File: src/cbl_pkg.sv
// Constants and types for the configuration bitstream loader.
// Assumes a 100 MHz system clock; all pins arrive asynchronously.
`default_nettype none
package cbl_pkg;
  // Mode pin codes {bit2, bit1, bit0}
  typedef enum logic [2:0] {
    CBL_MSER = 3'h0,
    CBL_RSV1 = 3'h1,
    CBL_RSV2 = 3'h2,
    CBL_PSYN = 3'h3,
    CBL_MPUP = 3'h4,
    CBL_PASY = 3'h5,
    CBL_MPDN = 3'h6,
    CBL_SSER = 3'h7
  } cbl_mode_e;
  typedef enum logic [2:0] {
    ST_WINIT = 3'h0,
    ST_SAMPLE = 3'h1,
    ST_HDR = 3'h3,
    ST_LEN = 3'h2,
    ST_FRM = 3'h6,
    ST_FWD = 3'h7,
    ST_DONE = 3'h5,
    ST_ERR = 3'h4
  } cbl_state_e;
  typedef enum logic [1:0] {
    PH_START = 2'h0,
    PH_DATA = 2'h1,
    PH_CHK = 2'h3
  } cbl_phase_e;
  // Eight leading ones followed by the preamble
  localparam logic [11:0] HDR_PATTERN = 12'hff2;
  localparam logic [3:0] CHK_FIXED = 4'h6;
  localparam logic [7:0] POSTAMBLE = 8'h7f;
  localparam int LEN_W = 24;
  localparam logic [17:0] ADDR_UP_START = 18'h00000;
  localparam logic [17:0] ADDR_DN_START = 18'h3ffff;
  localparam int ROWS_DEF = 10;
  localparam int COLS_DEF = 10;
  localparam int ROW_BITS = 10;
  localparam int TOP_BITS = 7;
  localparam int BOT_BITS = 13;
  localparam int PAD_BITS = 1;
  localparam int CHK_BITS = 4;
  localparam int LAST_CHK_BITS = 11;
  localparam int COL_FRAMES = 36;
  localparam int LEFT_FRAMES = 26;
  localparam int RIGHT_FRAMES = 41;
  localparam int PAD_FRAMES = 1;
  localparam int CLK_PERIOD_NS = 10;
  localparam int OSC_PERIOD_NS = 125;
  localparam int OSC_HALF_CYC = OSC_PERIOD_NS / (2 * CLK_PERIOD_NS);
  localparam int MODE_SAMPLE_DLY = 2;
  // Must match the bitstream generator
  localparam logic [10:0] CRC_POLY = 11'h005;
  localparam logic [10:0] CRC_SEED = 11'h000;
endpackage
`default_nettype wire

File: src/cbl_loader.sv
// Configuration bitstream loader: mode decode, byte serializer, header and
// frame parser, daisy-chain output and start-up trigger.
// Assumes all pins are asynchronous to clk and the link clock is slow.
// Overview of operation
// - Sample mode pins, decode six modes
// - Master serial drives clock, takes serial data
// - Master parallel drives address up or down
// - Async peripheral bursts internal clock per byte
// - Sync peripheral serializes on external clock
// - Peripheral modes show ready, host waits
// - Slave samples rising, forwards on falling edge
// - Ones, preamble, 24-bit length, separator ones
// - Frame is start zero, data, check
// - Without CRC check field must be 0110
// - With CRC compare running CRC, last 11
// - Postamble closes the bitstream
// - Frame error halts loading, pulls init low
// - Master clock and address keep running
// - Pass header through, capture length count
// - Hold daisy output high during own frames
// - Forward later frames downstream
// - Start-up when clock count equals length
// - Extra ones are counted in length
// - Frame size and count from rows, columns
// - Mode pins become user inputs, output
// - Sample mode two clocks after init high
`timescale 1ns/1ps
`default_nettype none
module cbl_loader #(
  parameter int ROWS = cbl_pkg::ROWS_DEF,
  parameter int COLS = cbl_pkg::COLS_DEF
) (
  input wire logic clk,
  input wire logic srst,
  input wire logic mode_select_bit0,
  input wire logic mode_select_bit1,
  input wire logic mode_select_bit2,
  output logic mode1_pin_o,
  output logic mode1_pin_oe,
  input wire logic configuration_clock_i,
  output logic configuration_clock_o,
  output logic configuration_clock_oe,
  input wire logic din,
  output logic dout,
  input wire logic [7:0] pdata,
  input wire logic pwrite,
  output logic ready,
  output logic [17:0] prom_addr,
  input wire logic init_n_i,
  output logic init_n_o,
  output logic init_n_oe,
  input wire logic program_n,
  input wire logic mem_init_done,
  input wire logic crc_enable,
  output logic configured,
  output logic frame_error,
  output logic [23:0] length_count,
  output logic aux_mode_input_0,
  output logic aux_mode_input_2,
  input wire logic aux_mode_output_1,
  input wire logic aux_mode_output_1_tristate
);
  localparam int DBITS = cbl_pkg::ROW_BITS * ROWS + cbl_pkg::TOP_BITS
                       + cbl_pkg::BOT_BITS + cbl_pkg::PAD_BITS;
  localparam int NFRAMES = cbl_pkg::COL_FRAMES * COLS + cbl_pkg::LEFT_FRAMES
                         + cbl_pkg::RIGHT_FRAMES + cbl_pkg::PAD_FRAMES;
  localparam logic [10:0] DLEN = 11'(DBITS - 1);
  localparam logic [10:0] DLEN_LAST = 11'(DBITS - 1 - (cbl_pkg::LAST_CHK_BITS
                                      - cbl_pkg::CHK_BITS));
  localparam logic [11:0] NFR_LAST = 12'(NFRAMES - 1);

  // LFSR step, polynomial and seed in the package
  function automatic logic [10:0] crc_step(input logic [10:0] c, input logic b);
    crc_step = {c[9:0], 1'b0} ^ ((c[10] ^ b) ? cbl_pkg::CRC_POLY : 11'h000);
  endfunction

  logic [15:0] sync1_q, sync2_q;
  logic configuration_clock_prev_q, pwr_prev_q;
  cbl_pkg::cbl_state_e st_q;
  cbl_pkg::cbl_phase_e ph_q;
  cbl_pkg::cbl_mode_e mode_q;
  logic [1:0] dly_q;
  logic [3:0] osc_cnt_q;
  logic configuration_clock_int_q;
  logic [7:0] sh_q, buf_q;
  logic [2:0] bcnt_q;
  logic byte_vld_q, buf_full_q;
  logic [17:0] addr_q;
  logic [11:0] hdr_q;
  logic [23:0] len_q, clk_cnt_q;
  logic [10:0] bitcnt_q, chk_q, crc_q;
  logic [11:0] frcnt_q;
  logic lastbit_q, pass_q, dout_q;

  // Mode, init, program, clock, data and write pins pass two flip-flops; only sync2_q is read
  wire [15:0] pin_raw = {pdata, pwrite, din, configuration_clock_i, program_n,
                         init_n_i, mode_select_bit2, mode_select_bit1,
                         mode_select_bit0};
  wire [2:0] mode_pins = sync2_q[2:0];
  wire init_hi = sync2_q[3];
  wire prog_n_s = sync2_q[4];
  wire configuration_clock_s = sync2_q[5];
  wire din_s = sync2_q[6];
  wire pwr_s = sync2_q[7];
  wire [7:0] pdata_s = sync2_q[15:8];

  wire active = st_q != cbl_pkg::ST_WINIT && st_q != cbl_pkg::ST_SAMPLE;
  wire rsv = mode_pins == cbl_pkg::CBL_RSV1 || mode_pins == cbl_pkg::CBL_RSV2;
  wire m_mpar = mode_q == cbl_pkg::CBL_MPUP || mode_q == cbl_pkg::CBL_MPDN;
  wire m_master = m_mpar || mode_q == cbl_pkg::CBL_MSER;
  wire m_serial = mode_q == cbl_pkg::CBL_MSER || mode_q == cbl_pkg::CBL_SSER;
  wire m_pasy = mode_q == cbl_pkg::CBL_PASY;
  wire m_periph = m_pasy || mode_q == cbl_pkg::CBL_PSYN;
  wire m_ext_clk = mode_q == cbl_pkg::CBL_SSER || mode_q == cbl_pkg::CBL_PSYN;

  // Internal oscillator runs free so master clocks never freeze
  wire osc_wrap = osc_cnt_q == 4'(cbl_pkg::OSC_HALF_CYC - 1);
  // async peripheral clocks only while a byte is pending
  wire burst_on = m_pasy && (byte_vld_q || buf_full_q);
  wire int_gate = m_master || burst_on;
  // external clock edges found by the system clock
  // rising edge samples, falling edge forwards
  wire ext_rise = configuration_clock_s && !configuration_clock_prev_q;
  wire ext_fall = !configuration_clock_s && configuration_clock_prev_q;
  wire rise = m_ext_clk ? ext_rise : (osc_wrap && !configuration_clock_int_q && int_gate);
  wire fall = m_ext_clk ? ext_fall : (osc_wrap && configuration_clock_int_q && int_gate);

  // bytes serialized MSB first, first bit taken straight from the source
  wire take = !m_serial && !byte_vld_q && (m_mpar || buf_full_q);
  wire [7:0] src = m_mpar ? pdata_s : buf_q;
  wire bit_avail = m_serial || byte_vld_q || take;
  wire cur_bit = m_serial ? din_s : (byte_vld_q ? sh_q[7] : src[7]);
  wire step = rise && bit_avail && active;
  wire wr_evt = pwr_s && !pwr_prev_q;
  wire buf_load = wr_evt && m_periph && active && (!buf_full_q || (step && take));
  wire [17:0] addr_next = (mode_q == cbl_pkg::CBL_MPDN) ? addr_q - 18'h00001
                                                        : addr_q + 18'h00001;

  // frame fields; last frame trades 7 data bits for 11 check bits
  wire last_fr = frcnt_q == NFR_LAST;
  wire [10:0] dlen = last_fr ? DLEN_LAST : DLEN;
  wire [10:0] cw = last_fr ? 11'(cbl_pkg::LAST_CHK_BITS - 1)
                           : 11'(cbl_pkg::CHK_BITS - 1);
  wire [10:0] chk_full = {chk_q[9:0], cur_bit};
  wire chk_end = st_q == cbl_pkg::ST_FRM && ph_q == cbl_pkg::PH_CHK && bitcnt_q == cw;
  // four partial bits, or eleven on the last frame with CRC on
  wire chk_good = !crc_enable ? chk_full[3:0] == cbl_pkg::CHK_FIXED
                : last_fr ? chk_full == crc_q
                : chk_full[3:0] == crc_q[3:0];
  wire hdr_hit = {hdr_q[10:0], cur_bit} == cbl_pkg::HDR_PATTERN;
  // every clock, extra ones included, counts toward the length
  wire len_met = clk_cnt_q == len_q;
  wire restart = srst || !prog_n_s;

  always_ff @(posedge clk) begin
    if (srst) begin
      sync1_q <= 16'h0000;
      sync2_q <= 16'h0000;
      configuration_clock_prev_q <= 1'b0;
      pwr_prev_q <= 1'b0;
      osc_cnt_q <= 4'h0;
      configuration_clock_int_q <= 1'b0;
    end else begin
      sync1_q <= pin_raw;
      sync2_q <= sync1_q;
      configuration_clock_prev_q <= configuration_clock_s;
      pwr_prev_q <= pwr_s;
      osc_cnt_q <= osc_wrap ? 4'h0 : osc_cnt_q + 4'h1;
      if (osc_wrap) begin
        configuration_clock_int_q <= !configuration_clock_int_q;
      end
    end
  end

  // Byte serializer, peripheral holding buffer and PROM address
  always_ff @(posedge clk) begin
    if (restart) begin
      sh_q <= 8'h00;
      bcnt_q <= 3'h0;
      byte_vld_q <= 1'b0;
      buf_q <= 8'h00;
      buf_full_q <= 1'b0;
      addr_q <= cbl_pkg::ADDR_UP_START;
    end else begin
      if (st_q == cbl_pkg::ST_SAMPLE) begin
        addr_q <= (mode_pins == cbl_pkg::CBL_MPDN) ? cbl_pkg::ADDR_DN_START
                                                   : cbl_pkg::ADDR_UP_START;
      end
      if (step && take) begin
        sh_q <= {src[6:0], 1'b0};
        bcnt_q <= 3'h1;
        byte_vld_q <= 1'b1;
        buf_full_q <= 1'b0;
        // address keeps stepping even after an error
        if (m_mpar) begin
          addr_q <= addr_next;
        end
      end else if (step && byte_vld_q) begin
        sh_q <= {sh_q[6:0], 1'b0};
        bcnt_q <= bcnt_q + 3'h1;
        byte_vld_q <= bcnt_q != 3'h7;
      end
      // a write is taken while ready or when the buffer drains in the same cycle; set wins over the drain
      if (buf_load) begin
        buf_q <= pdata_s;
        buf_full_q <= 1'b1;
      end
    end
  end

  // Mode sampling, header, length and frame parser
  always_ff @(posedge clk) begin
    // program pulse restarts the whole load
    if (restart) begin
      st_q <= cbl_pkg::ST_WINIT;
      ph_q <= cbl_pkg::PH_START;
      mode_q <= cbl_pkg::CBL_MSER;
      dly_q <= 2'h0;
      hdr_q <= 12'h000;
      len_q <= 24'h000000;
      clk_cnt_q <= 24'h000000;
      bitcnt_q <= 11'h000;
      frcnt_q <= 12'h000;
      chk_q <= 11'h000;
      crc_q <= cbl_pkg::CRC_SEED;
      lastbit_q <= 1'b1;
      pass_q <= 1'b1;
    end else begin
      if (step) begin
        clk_cnt_q <= clk_cnt_q + 24'h000001;
        lastbit_q <= cur_bit;
        pass_q <= st_q == cbl_pkg::ST_HDR || st_q == cbl_pkg::ST_LEN
               || st_q == cbl_pkg::ST_FWD || st_q == cbl_pkg::ST_DONE;
      end
      case (st_q)
        cbl_pkg::ST_WINIT: begin
          // two clocks after init is seen high
          dly_q <= init_hi ? dly_q + 2'h1 : 2'h0;
          if (init_hi && dly_q == 2'(cbl_pkg::MODE_SAMPLE_DLY - 1)) begin
            st_q <= cbl_pkg::ST_SAMPLE;
          end
        end
        cbl_pkg::ST_SAMPLE: begin
          // latch the mode; reserved codes refuse to load
          mode_q <= cbl_pkg::cbl_mode_e'(mode_pins);
          st_q <= rsv ? cbl_pkg::ST_ERR : cbl_pkg::ST_HDR;
        end
        cbl_pkg::ST_HDR: begin
          if (step) begin
            hdr_q <= {hdr_q[10:0], cur_bit};
            bitcnt_q <= 11'h000;
            if (hdr_hit) begin
              st_q <= cbl_pkg::ST_LEN;
            end
          end
        end
        cbl_pkg::ST_LEN: begin
          if (step) begin
            len_q <= {len_q[22:0], cur_bit};
            bitcnt_q <= bitcnt_q + 11'h001;
            if (bitcnt_q == 11'(cbl_pkg::LEN_W - 1)) begin
              st_q <= cbl_pkg::ST_FRM;
              ph_q <= cbl_pkg::PH_START;
            end
          end
        end
        cbl_pkg::ST_FRM: begin
          if (step) begin
            case (ph_q)
              // Separator and trailing dummy ones are skipped here
              cbl_pkg::PH_START: begin
                if (!cur_bit) begin
                  ph_q <= cbl_pkg::PH_DATA;
                  bitcnt_q <= 11'h000;
                end
              end
              cbl_pkg::PH_DATA: begin
                crc_q <= crc_step(crc_q, cur_bit);
                bitcnt_q <= bitcnt_q + 11'h001;
                if (bitcnt_q == dlen) begin
                  ph_q <= cbl_pkg::PH_CHK;
                  bitcnt_q <= 11'h000;
                end
              end
              default: begin
                chk_q <= chk_full;
                bitcnt_q <= bitcnt_q + 11'h001;
                if (chk_end) begin
                  ph_q <= cbl_pkg::PH_START;
                  frcnt_q <= frcnt_q + 12'h001;
                  // any bad check halts the load
                  if (!chk_good) begin
                    st_q <= cbl_pkg::ST_ERR;
                  end else if (last_fr) begin
                    st_q <= cbl_pkg::ST_FWD;
                  end
                end
              end
            endcase
          end
        end
        cbl_pkg::ST_FWD: begin
          // start-up once the clock count reaches the length
          // the postamble is counted and forwarded like any bit
          if (len_met) begin
            st_q <= cbl_pkg::ST_DONE;
          end
        end
        default: begin
        end
      endcase
    end
  end

  always_ff @(posedge clk) begin
    if (restart) begin
      dout_q <= 1'b1;
    end else if (fall && active) begin
      dout_q <= pass_q ? lastbit_q : 1'b1;
    end
  end

  // master modes and async burst drive the clock
  assign configuration_clock_o = configuration_clock_int_q && int_gate;
  assign configuration_clock_oe = active && (m_master || m_pasy);
  assign dout = dout_q;
  assign ready = m_periph && active && !buf_full_q;
  assign prom_addr = addr_q;
  // open-drain init held low until cleared memory or on error
  assign init_n_o = 1'b0;
  assign init_n_oe = !mem_init_done || st_q == cbl_pkg::ST_ERR;
  assign configured = st_q == cbl_pkg::ST_DONE;
  assign frame_error = st_q == cbl_pkg::ST_ERR;
  assign length_count = len_q;
  // mode pins turn into user signals after start-up
  assign aux_mode_input_0 = configured && mode_pins[0];
  assign aux_mode_input_2 = configured && mode_pins[2];
  assign mode1_pin_o = aux_mode_output_1;
  assign mode1_pin_oe = configured && !aux_mode_output_1_tristate;
endmodule // cbl_loader
`default_nettype wire

File: config.mk
export PLATFORM = sky130hd
export DESIGN_NAME = cbl_loader
export DESIGN_NICKNAME = d
export VERILOG_FILES = /design/src/cbl_pkg.sv /design/src/cbl_loader.sv
export SDC_FILE = /design/constraint.sdc
export NUM_CORES = 1
export LEC_CHECK = 0
export ABC_AREA = 0
export BUFFER_PORTS_ARGS = -buffer_cell sky130_fd_sc_hd__buf_2
export CAP_MARGIN = 40
export CORE_ASPECT_RATIO = 0.8
export CORE_UTILIZATION = 60
export CTS_BUF_LIST = sky130_fd_sc_hd__clkbuf_4
export DETAILED_ROUTE_END_ITERATION = 12
export HOLD_SLACK_MARGIN = 0.12
export PLACE_DENSITY = 0.83
export SLEW_MARGIN = 20
export SYNTH_ARGS = -nofsm -noshare
export SYNTH_HDL_FRONTEND = slang
export SYNTH_SLANG_ARGS = --single-unit
File: constraint.sdc
create_clock -name clk -period 4.3 [get_ports clk]
set_clock_uncertainty 0.2 [all_clocks]
set_input_delay 0.43 -clock clk [delete_from_list [all_inputs] [get_ports clk]]
set_output_delay 0.43 -clock clk [all_outputs]
set_load 0.02 [all_outputs]
Yosys cells after proc, flatten, opt, wreduce, memory -nomap -nowiden:

Cells that the tools add are included.

* register bits after elaboration: 193
* output and inout bits: 54
* input port bits: 22
* word-level logic and storage cells: 211

* multiplexer cells: 53
* $add $sub $neg: 8
* bitwise gates (word level): 3
* reductions and logical operators: 77
* eq/ne operators: 43

Operators by type and width (count)
* two-way mux 18 bit: 5
* two-way mux 11 bit: 5
* two-way mux 3 bit: 13
* case mux 11 bit (3 select lines): 1
* logical AND 1 bit: 29
* == test 3 bit, second input constant: 9
* adder 24 x 1 -> 24 bit, second input constant: 1
* == test 24 bit: 1
* two-way mux 8 bit: 3
* case mux 11 bit (2 select lines): 1
* adder 18 x 1 -> 18 bit, second input constant: 1
* logical OR 1 bit: 18
* case mux 3 bit (6 select lines): 1
* subtractor 18 x 1 -> 18 bit, second input constant: 1
* != test 2 bit, second input constant: 8
* two-way mux 2 bit: 7
* two-way mux 1 bit: 13
* adder 12 x 1 -> 12 bit, second input constant: 1
* == test 12 bit, second input constant: 1
* == test 12 x 9 -> 1 bit, second input constant: 1
* == test 3 x 2 -> 1 bit, second input constant: 4
* != test 3 bit, second input constant: 4
* adder 11 x 1 -> 11 bit, second input constant: 1
* == test 11 bit: 1
* other kinds (32): 54

Logic depth before layout (Yosys ltp):

Gate-level depths: netlist (run 1).

* word-level depth: 13
* mapped depth: 14
* depth with buffers taken out: 12

Least setup slack after synthesis (run 1):

OpenSTA, ideal clock, no wires.

* kind: reg2reg
* start: register mode_q[0]
* end: register addr_q[17] (netlist: prom_addr[17])
* stages on the path, launching flop included: 15
* slack: 0.855 ns
* arrival: 3.108 ns
* setup time: 0.137 ns
* buffers on the path: 2
* clock period less this slack: 3.445 ns
* data required time: 3.963 ns
* cell sequence: dfxtp_1 > buf_2 > nor2b_1 > buf_4 > nand2_1 > inv_1 > ha_1 > a211oi_1 > o21bai_1 > a21oi_1 > o31ai_1 > a311oi_1 > o2111ai_1 > a2111oi_0 > a211oi_1

* word-level cells in the longest chain between the ends: 10
* elaborated cells on any way between the ends: 26
* those cells by class: eq/ne (5); mux (4); reduce/logical (17)

Ends and longest elaborated chain
* from (decl): line cbl_loader.sv:81 `cbl_pkg::cbl_mode_e mode_q;`
* from (signal assigned): line cbl_loader.sv:217 `mode_q <= cbl_pkg::CBL_MSER;`
* from (signal assigned): line cbl_loader.sv:245 `mode_q <= cbl_pkg::cbl_mode_e'(mode_pins);`
* == test 3 bit (tied with other cells): line cbl_loader.sv:109 `wire m_mpar = mode_q == cbl_pkg::CBL_MPUP || mode_q == cbl_pkg::CBL_MPDN;`
* logical OR 1 bit, on equally long branches: line cbl_loader.sv:109, cbl_loader.sv:111
* logical OR 1 bit / zero test 1 bit (equally long branches): line cbl_loader.sv:110, cbl_loader.sv:129
* logical OR 1 bit / logical AND 1 bit (equally long branches): line cbl_loader.sv:120, cbl_loader.sv:129
* logical AND 1 bit, on equally long branches: line cbl_loader.sv:125, cbl_loader.sv:129
* two-way mux 1 bit / logical OR 1 bit (equally long branches): line cbl_loader.sv:125, cbl_loader.sv:131
* logical AND 1 bit (2 in a row): line cbl_loader.sv:133 `wire step = rise && bit_avail && active;`
* logical AND 1 bit: line cbl_loader.sv:189 `if (step && take) begin`
* two-way mux 18 bit *: line cbl_loader.sv:189
* to (signal assigned): line cbl_loader.sv:183 `addr_q <= cbl_pkg::ADDR_UP_START;`
* to (signal assigned): line cbl_loader.sv:186 `addr_q <= (mode_pins == cbl_pkg::CBL_MPDN) ? cbl_pkg::ADDR_DN_START`
* to (signal assigned): line cbl_loader.sv:196 `addr_q <= addr_next;`
* to (decl): line cbl_loader.sv:88 `logic [17:0] addr_q;`

Mark *: on every way between the ends. The rest lies on a longest branch, timed or not.
A chain may end at the register's enable or synchronous reset.

Worst setup path after layout (run 1):

* start: register mode_q[2]
* end: register addr_q[17] (netlist: prom_addr[17])

The elaborated chain is that of the path after synthesis.

==> results of run 1 <==
[cells in the final DEF, fill, tap and decap left out, types with 3 or more instances in the layout]
master and n:
a211oi_1 45, a21o_1 5, a21oi_1 65, a311oi_1 6
a31oi_1 3, and2_1 5, and3_1 16, buf_2 72
buf_4 8, clkbuf_4 18, clkinv_4 3, clkinv_8 3
dfxtp_1 193, dlygate4sd3_1 31, ha_1 24, inv_1 16
inv_8 5, mux2i_1 42, nand2_1 108, nand2b_1 5
nand3_1 30, nand3b_1 6, nand4_1 14, nor2_1 119
nor2b_1 44, nor3_1 23, nor3b_1 3, nor4_1 6
o21ai_0 25, o21ai_1 3, o21bai_1 4, or3_1 8
xnor2_1 43, xor2_1 50
[registers in the layout (all words and copies together), names as in the netlist, 2 cells and up]
signal / cells
clk_cnt_q: 24
length_count: 24
prom_addr: 18
sync1_q: 16
sync2_q: 16
frcnt_q: 12
bitcnt_q: 11
crc_q: 11
hdr_q: 11
chk_q: 10
buf_q: 8
sh_q: 7
osc_cnt_q: 4
bcnt_q: 3
mode_q: 3
st_q: 3
dly_q: 2
ph_q: 2
[cell families (layout without fill, tap and decap cells)]
family	count (synthesis)	count (layout)	share of synthesized area
other cells	1	1	0.000410
simple gates	421	421	0.229
flops	193	193	0.423
fa+ha+maj	25	25	0.0350
compound gates	183	183	0.137
mux	42	42	0.0460
buf+inv	74	164	0.0407
xor+xnor	93	93	0.0891
[power groups by stage]
| stage | Combinational [mW] | Sequential (mW) | Clock, mW |
|---|---|---|---|
| after global placement | 0.0554 | 1.85 | 0 |
| final | 0.0796 | 1.82 | 0.962 |
| after floorplan | 0.0423 | 1.85 | 0 |
| after detailed placement | 0.0567 | 1.85 | 0 |
| after global routing | 0.0875 | 1.82 | 1.05 |
| after CTS | 0.0781 | 1.82 | 0.977 |
[worst reg2reg max path, cell delays in order, from the launching register on]
cell and delay, ns:
dfxtp_1 0.58, nor2b_1 0.22, nand2_1 0.14, inv_1 0.22, buf_4 0.22, ha_1 0.29
o21ai_0 0.17, o21bai_1 0.08, a21oi_1 0.28, o31ai_1 0.18, a311oi_1 0.37, o2111ai_1 0.26
a2111oi_0 0.47, a211oi_1 0.09
[path summary, 6_finish.rpt]
kind / end / slack, ns / cells past startpoint
setup / recovery: prom_addr[17] / 0.45 / 13
hold reg to reg: sync2_q[10] / 0.26 / 1
hold / removal: sync2_q[10] / 0.26 / 1
setup reg to reg: prom_addr[17] / 0.45 / 13
[area by class of cell]
cell class	instances	area [µm²]	share of cell area
multi-input combinational	765	4920	0.485
sequential	193	3860	0.381
timing repair buffer	113	762	0.0752
tap	184	230	0.0227
clock inverter	14	144	0.0142
clock buffer	18	135	0.0133
inverter	19	83.8	0.00827
[what timing repair did]
action	in CTS	in global routing
hold buffers	31	0
resized for setup	0	0
endpoints found under the hold margin	29	0
[routing by layer]
metal	wire length, µm	GRT usage	share of wire
met3	1030	0.0503	0.053
met1	9270	0.353	0.48
met4	301	0.0769	0.016
met2	8690	0.405	0.45
met5	0	0	0
[through the flow]
stage / instances / hold WS [ns] / power, mW / util
2_1_floorplan: 1032 / 0.214 / 1.89 / -
4_1_cts: 1306 / 0.249 / 2.87 / 0.695
3_5_place_dp: 1243 / 0.225 / 1.91 / 0.654
5_1_grt: 1306 / 0.271 / 2.96 / 0.695
3_3_place_gp: 1242 / 0.220 / 1.91 / 0.653
6_report: 1306 / 0.256 / 2.86 / 0.695
==> results.toml, run 1 <==
[detailed_routing]
drc = 0
ant_nets = 0
first_iter_violations = 473
routedWlPerCell_um = 14.8
vias = 7380
wirelength_um = 19300
first_pass_iters = 6
via_per_inst = 5.65

[final_layout]
drive_above_1_share = 0.129
area_delta_synth_final_pct = 10.9
stdcell_area_um2 = 10100
final_nets = 1156
fillers = 1168
diodes = 0

[global_route]
antenna_found_initial = 0
grt.total_usage = 0.256
grt_max_degree = 82
grt_pass1_vias = 6851
grt_overflow = 0
grt_pass1_wl_um = 32600

[setup_path]
slowest_delay_ns = 0.58
timing_worst_setup_path_type = "reg -> reg"
cp_max_fo = 11
start_kind = "flip-flop"
cp.arrival_ns = 4.16
path_buf_inv = 2
timing.rr.start = "mode_q[2]"
critPathCaptureType = "flip-flop"
crit_slowest_cell = "dfxtp_1"
path_delay_family = "compound AO/OA/AOI/OAI gates"
critPathLaunch = "mode_q[2]"
path_cells = "nor2b_1 -> nand2_1 -> inv_1 -> buf_4 -> ha_1 -> o21ai_0 -> o21bai_1 -> a21oi_1 -> o31ai_1 -> a311oi_1 -> o2111ai_1 -> a2111oi_0 -> a211oi_1"
worst_ep_required_time_ns = 4.61

[clock_network]
clkLatencyLatePin_ns = 0.62
clk_pin_slew_ns = 0.17
cts_buffer_depth = 2
cts_tree = "yes"
cts_sinks = 193
clockRootBuffer = "clkbuf_4"
htreeDepth = 4
post-cts-setup-buffer-count = 0
cts_made_buffers = 17

[synthesis]
synth_edf_count = 0
yosysMostFrequentCell = "dfxtp_1"
syn_inst = 1032
yosys-top-cells-area = "dfxtp_1 (42%), nor2_1 (4.9%), xor2_1 (4.8%)"
synth_nets = 1079
yosys.area.top_type_share = 0.423
synth_area_per_cell_um2 = 8.86
synthArstFlopShare = 0
yosysUniqueCellTypes = 85
synth_ff_type = "dfxtp_1"
ys_seq_elements = 193
ys_warn_count = 0
syn_area_um2 = 9140
synth_area_leader_cell = "dfxtp_1"
synth_common_cells = "dfxtp_1 (193), nor2_1 (119), nand2_1 (108)"
synth-seq-area-share = 0.423

[floorplanning]
die_area_um2 = 15700
fp.dieH_um = 112
start_util = 0.626
die_x_um = 140
rows = 39
boundaryPins = 76
core-area_um2 = 14600

[timing]
max_freq_ghz = 0.259
worst_pin_slew_ns = 0.763
maxSlewHeadroom = 0.490
tns_ns = 0
fin_crit_sh = 0.896
hold_viol = 0
setup_violations = 0
rsz0062_at_grt = "false"
drv_slew = 0
finalCriticalPeriod_ns = 3.85
setup_slack_ns = 0.446

[power_and_ir_drop]
p_comb_frac = 0.028
p_sw_uw = 742
swShare = 0.259
leakagePower_nw = 3.93
p_per_area_nw_per_um2 = 282
clkPwrFrac = 0.337
power_frac_seq = 0.635
vdd_drop_max_v = 0.000283
internal-power_mw = 2.12

[placement]
gp_congestion = 0.836
port_buffers = 72
detailedPlace.worstSlack_ns = 0.475
placed_cell_area_um2 = 9550
place_hpwl_um = 13000

[status]
status = "finished clean"

[worst_hold_path]
hp-start = "sync1_q[10]"
hold_class = "reg -> reg"

[flow_run]
cap_viol_max_count = 0
Power figures use the tool's default switching activity.
==> inputs of run 2 (changes only) <==
--- a/config.mk
+++ b/config.mk
@@ -5,7 +5,7 @@
 export SDC_FILE = /design/constraint.sdc
 export NUM_CORES = 1
 export LEC_CHECK = 0
-export ABC_AREA = 0
+export ABC_AREA = 1
 export BUFFER_PORTS_ARGS = -buffer_cell sky130_fd_sc_hd__buf_2
 export CAP_MARGIN = 40
 export CORE_ASPECT_RATIO = 0.8
==> run 2 against run 1 <==
Net effect:
- worst hold slack got worse by 0.045 ns
- sequential cell count unchanged
- non-clock buffer count stayed put
- final area up 6.9%
- utilization decreased by 0.91 points
- sequential share of layout area fell by 2.5 points
- critical path depth is 1 higher
- synthesized cell count rose by 37%
- final cell count up 32%
- via count rose by 23%
- first-iteration DRC count rose by 47%
- register-to-register slack improved by 0.68 ns
- critical endpoint is now prom_addr[13]
- largest power group unchanged
==> results.toml, run 2 <==
[synthesis]
yosysMostFrequentCell = "nand2_1"
syn_inst = 1412
synth_common_cells = "nand2_1 (287), inv_1 (199), dfxtp_1 (193)"
syn_area_um2 = 9690
synth_area_per_cell_um2 = 6.87
ys_seq_elements = 193
synth_nets = 1459
synthArstFlopShare = 0
synth_area_leader_cell = "dfxtp_1"
yosys.area.top_type_share = 0.399
synth_edf_count = 0
yosys-top-cells-area = "dfxtp_1 (40%), nand2_1 (11%), inv_1 (7.7%)"
synth-seq-area-share = 0.399
ys_warn_count = 0
synth_ff_type = "dfxtp_1"
yosysUniqueCellTypes = 48

[setup_path]
start_kind = "flip-flop"
cp.arrival_ns = 3.49
critPathCaptureType = "flip-flop"
cp_max_fo = 26
worst_ep_required_time_ns = 4.62
timing_worst_setup_path_type = "reg -> reg"

[flow_run]
cap_viol_max_count = 0

[placement]
port_buffers = 72
dp_cells = 1661
placed_cell_area_um2 = 10200
place_hpwl_um = 15100
gp_congestion = 0.908

[clock_network]
clk_pin_slew_ns = 0.17
clockRootBuffer = "clkbuf_4"
postCtsResizedCells = 0
cts_made_buffers = 17
cts_buffer_depth = 2
htreeDepth = 4
cts_tree = "yes"
post-cts-setup-buffer-count = 0
cts_sinks = 193
clkLatencyLatePin_ns = 0.59

[global_route]
antenna_found_initial = 1
grt_pass1_wl_um = 36500
grt_max_degree = 54
grt_overflow = 0
grt_pass1_vias = 8032
grt.total_usage = 0.274

[detailed_routing]
vias = 9045
wirelength_um = 21900
first_pass_iters = 5
drc = 0
routedWlPerCell_um = 12.7
via_per_inst = 5.23
ant_nets = 0
first_iter_violations = 696

[floorplanning]
fp.dieH_um = 116
die_x_um = 144
boundaryPins = 76
start_util = 0.614
rows = 41
die_area_um2 = 16700
core-area_um2 = 15800

[power_and_ir_drop]
vdd_drop_max_v = 0.000202
p_per_area_nw_per_um2 = 265
leakagePower_nw = 4.54

[timing]
worst_pin_slew_ns = 0.678
rsz0062_at_grt = "false"
drv_slew = 0
fin_crit_sh = 0.738
maxSlewHeadroom = 0.546
max_freq_ghz = 0.315
setup_violations = 0
finalCriticalPeriod_ns = 3.18
hold_viol = 0
tns_ns = 0

[final_layout]
stdcell_area_um2 = 10800
area_delta_synth_final_pct = 11.7
final_cell_mix = "nand2_1 (285), inv_1 (198), dfxtp_1 (193)"
drive_above_1_share = 0.105
final_nets = 1547
fin_cells = 1729
final_common_cell = "nand2_1"

[worst_hold_path]
hold_class = "reg -> reg"

[status]
status = "finished clean"
run 2: cell type report:
cell class / instances / area, µm²
Clock buffer: 18 / 135
Fill cell: 1399 / 4970
Antenna cell: 1 / 2.50
Timing Repair Buffer: 113 / 773
Clock inverter: 14 / 145
Tap cell: 215 / 269
Sequential cell: 193 / 3860
Multi-Input combinational cell: 965 / 4850
Inverter: 210 / 791
run 2: final timing paths:
path,from,endpoint,slack [ns],cells past startpoint
setup / recovery,st_q[2],prom_addr[13],1.12,14
hold / removal,sync1_q[4],sync2_q[4],0.21,2
setup reg to reg,st_q[2],prom_addr[13],1.12,14
hold reg to reg,sync1_q[4],sync2_q[4],0.21,2
run 2: where the power goes:
part           switching, mW  internal [mW]  leakage (nW)
Combinational         0.0491         0.0436          2.83
Sequential           0.00829           1.81          1.56
Clock                  0.693          0.271         0.153
Total                  0.751           2.12          4.54
run 2: per-layer routing:
layer	GRT usage	part of all wire	vias up
met5	0	0	-
met1	0.367	0.49	4118
met4	0.0667	0.011	0
met2	0.457	0.45	197
li1	-	-	4711
met3	0.0521	0.047	19
run 2: cells by family (layout without fill, tap and decap cells):
kind of cell	after synthesis	after routing	share of synthesized area
AOI/OAI and AO/OA	296	296	0.169
other	1	2	0.000387
DFF	193	193	0.399
buffers and inverters	254	355	0.102
and+or+nand+nor	606	606	0.264
xor gates and xnor gates	37	37	0.0334
adders and majority gates	25	25	0.0330
run 2: worst max-delay path, stage by stage, from the launching register on:
cell	delay (ns)
dfxtp_1	0.43
inv_2	0.10
nand3_2	0.44
nand2_1	0.21
inv_2	0.12
nand3_4	0.23
inv_4	0.25
nand2_4	0.12
nor2_4	0.35
inv_2	0.09
nand2_2	0.25
inv_1	0.08
nand2_1	0.06
nand2_1	0.05
a21oi_1	0.13
run 2: what timing repair did:
| item | 4_1_cts | 5_1_grt |
|---|---|---|
| hold buffers | 34 | 0 |
| hold endpoints to repair | 35 | 0 |
| setup endpoints to repair | 0 | 0 |
run 2: metrics by stage:
stage          hold slack (ns)  setup slack, ns   util  total power, mW
4_1_cts                  0.206             1.12  0.684             2.89
5_1_grt                  0.224            0.847  0.686             2.99
3_3_place_gp             0.190             1.35  0.644             1.92
3_5_place_dp             0.192             1.20  0.644             1.92
6_report                 0.211             1.12  0.686             2.87
2_1_floorplan            0.188            0.811      -             1.90
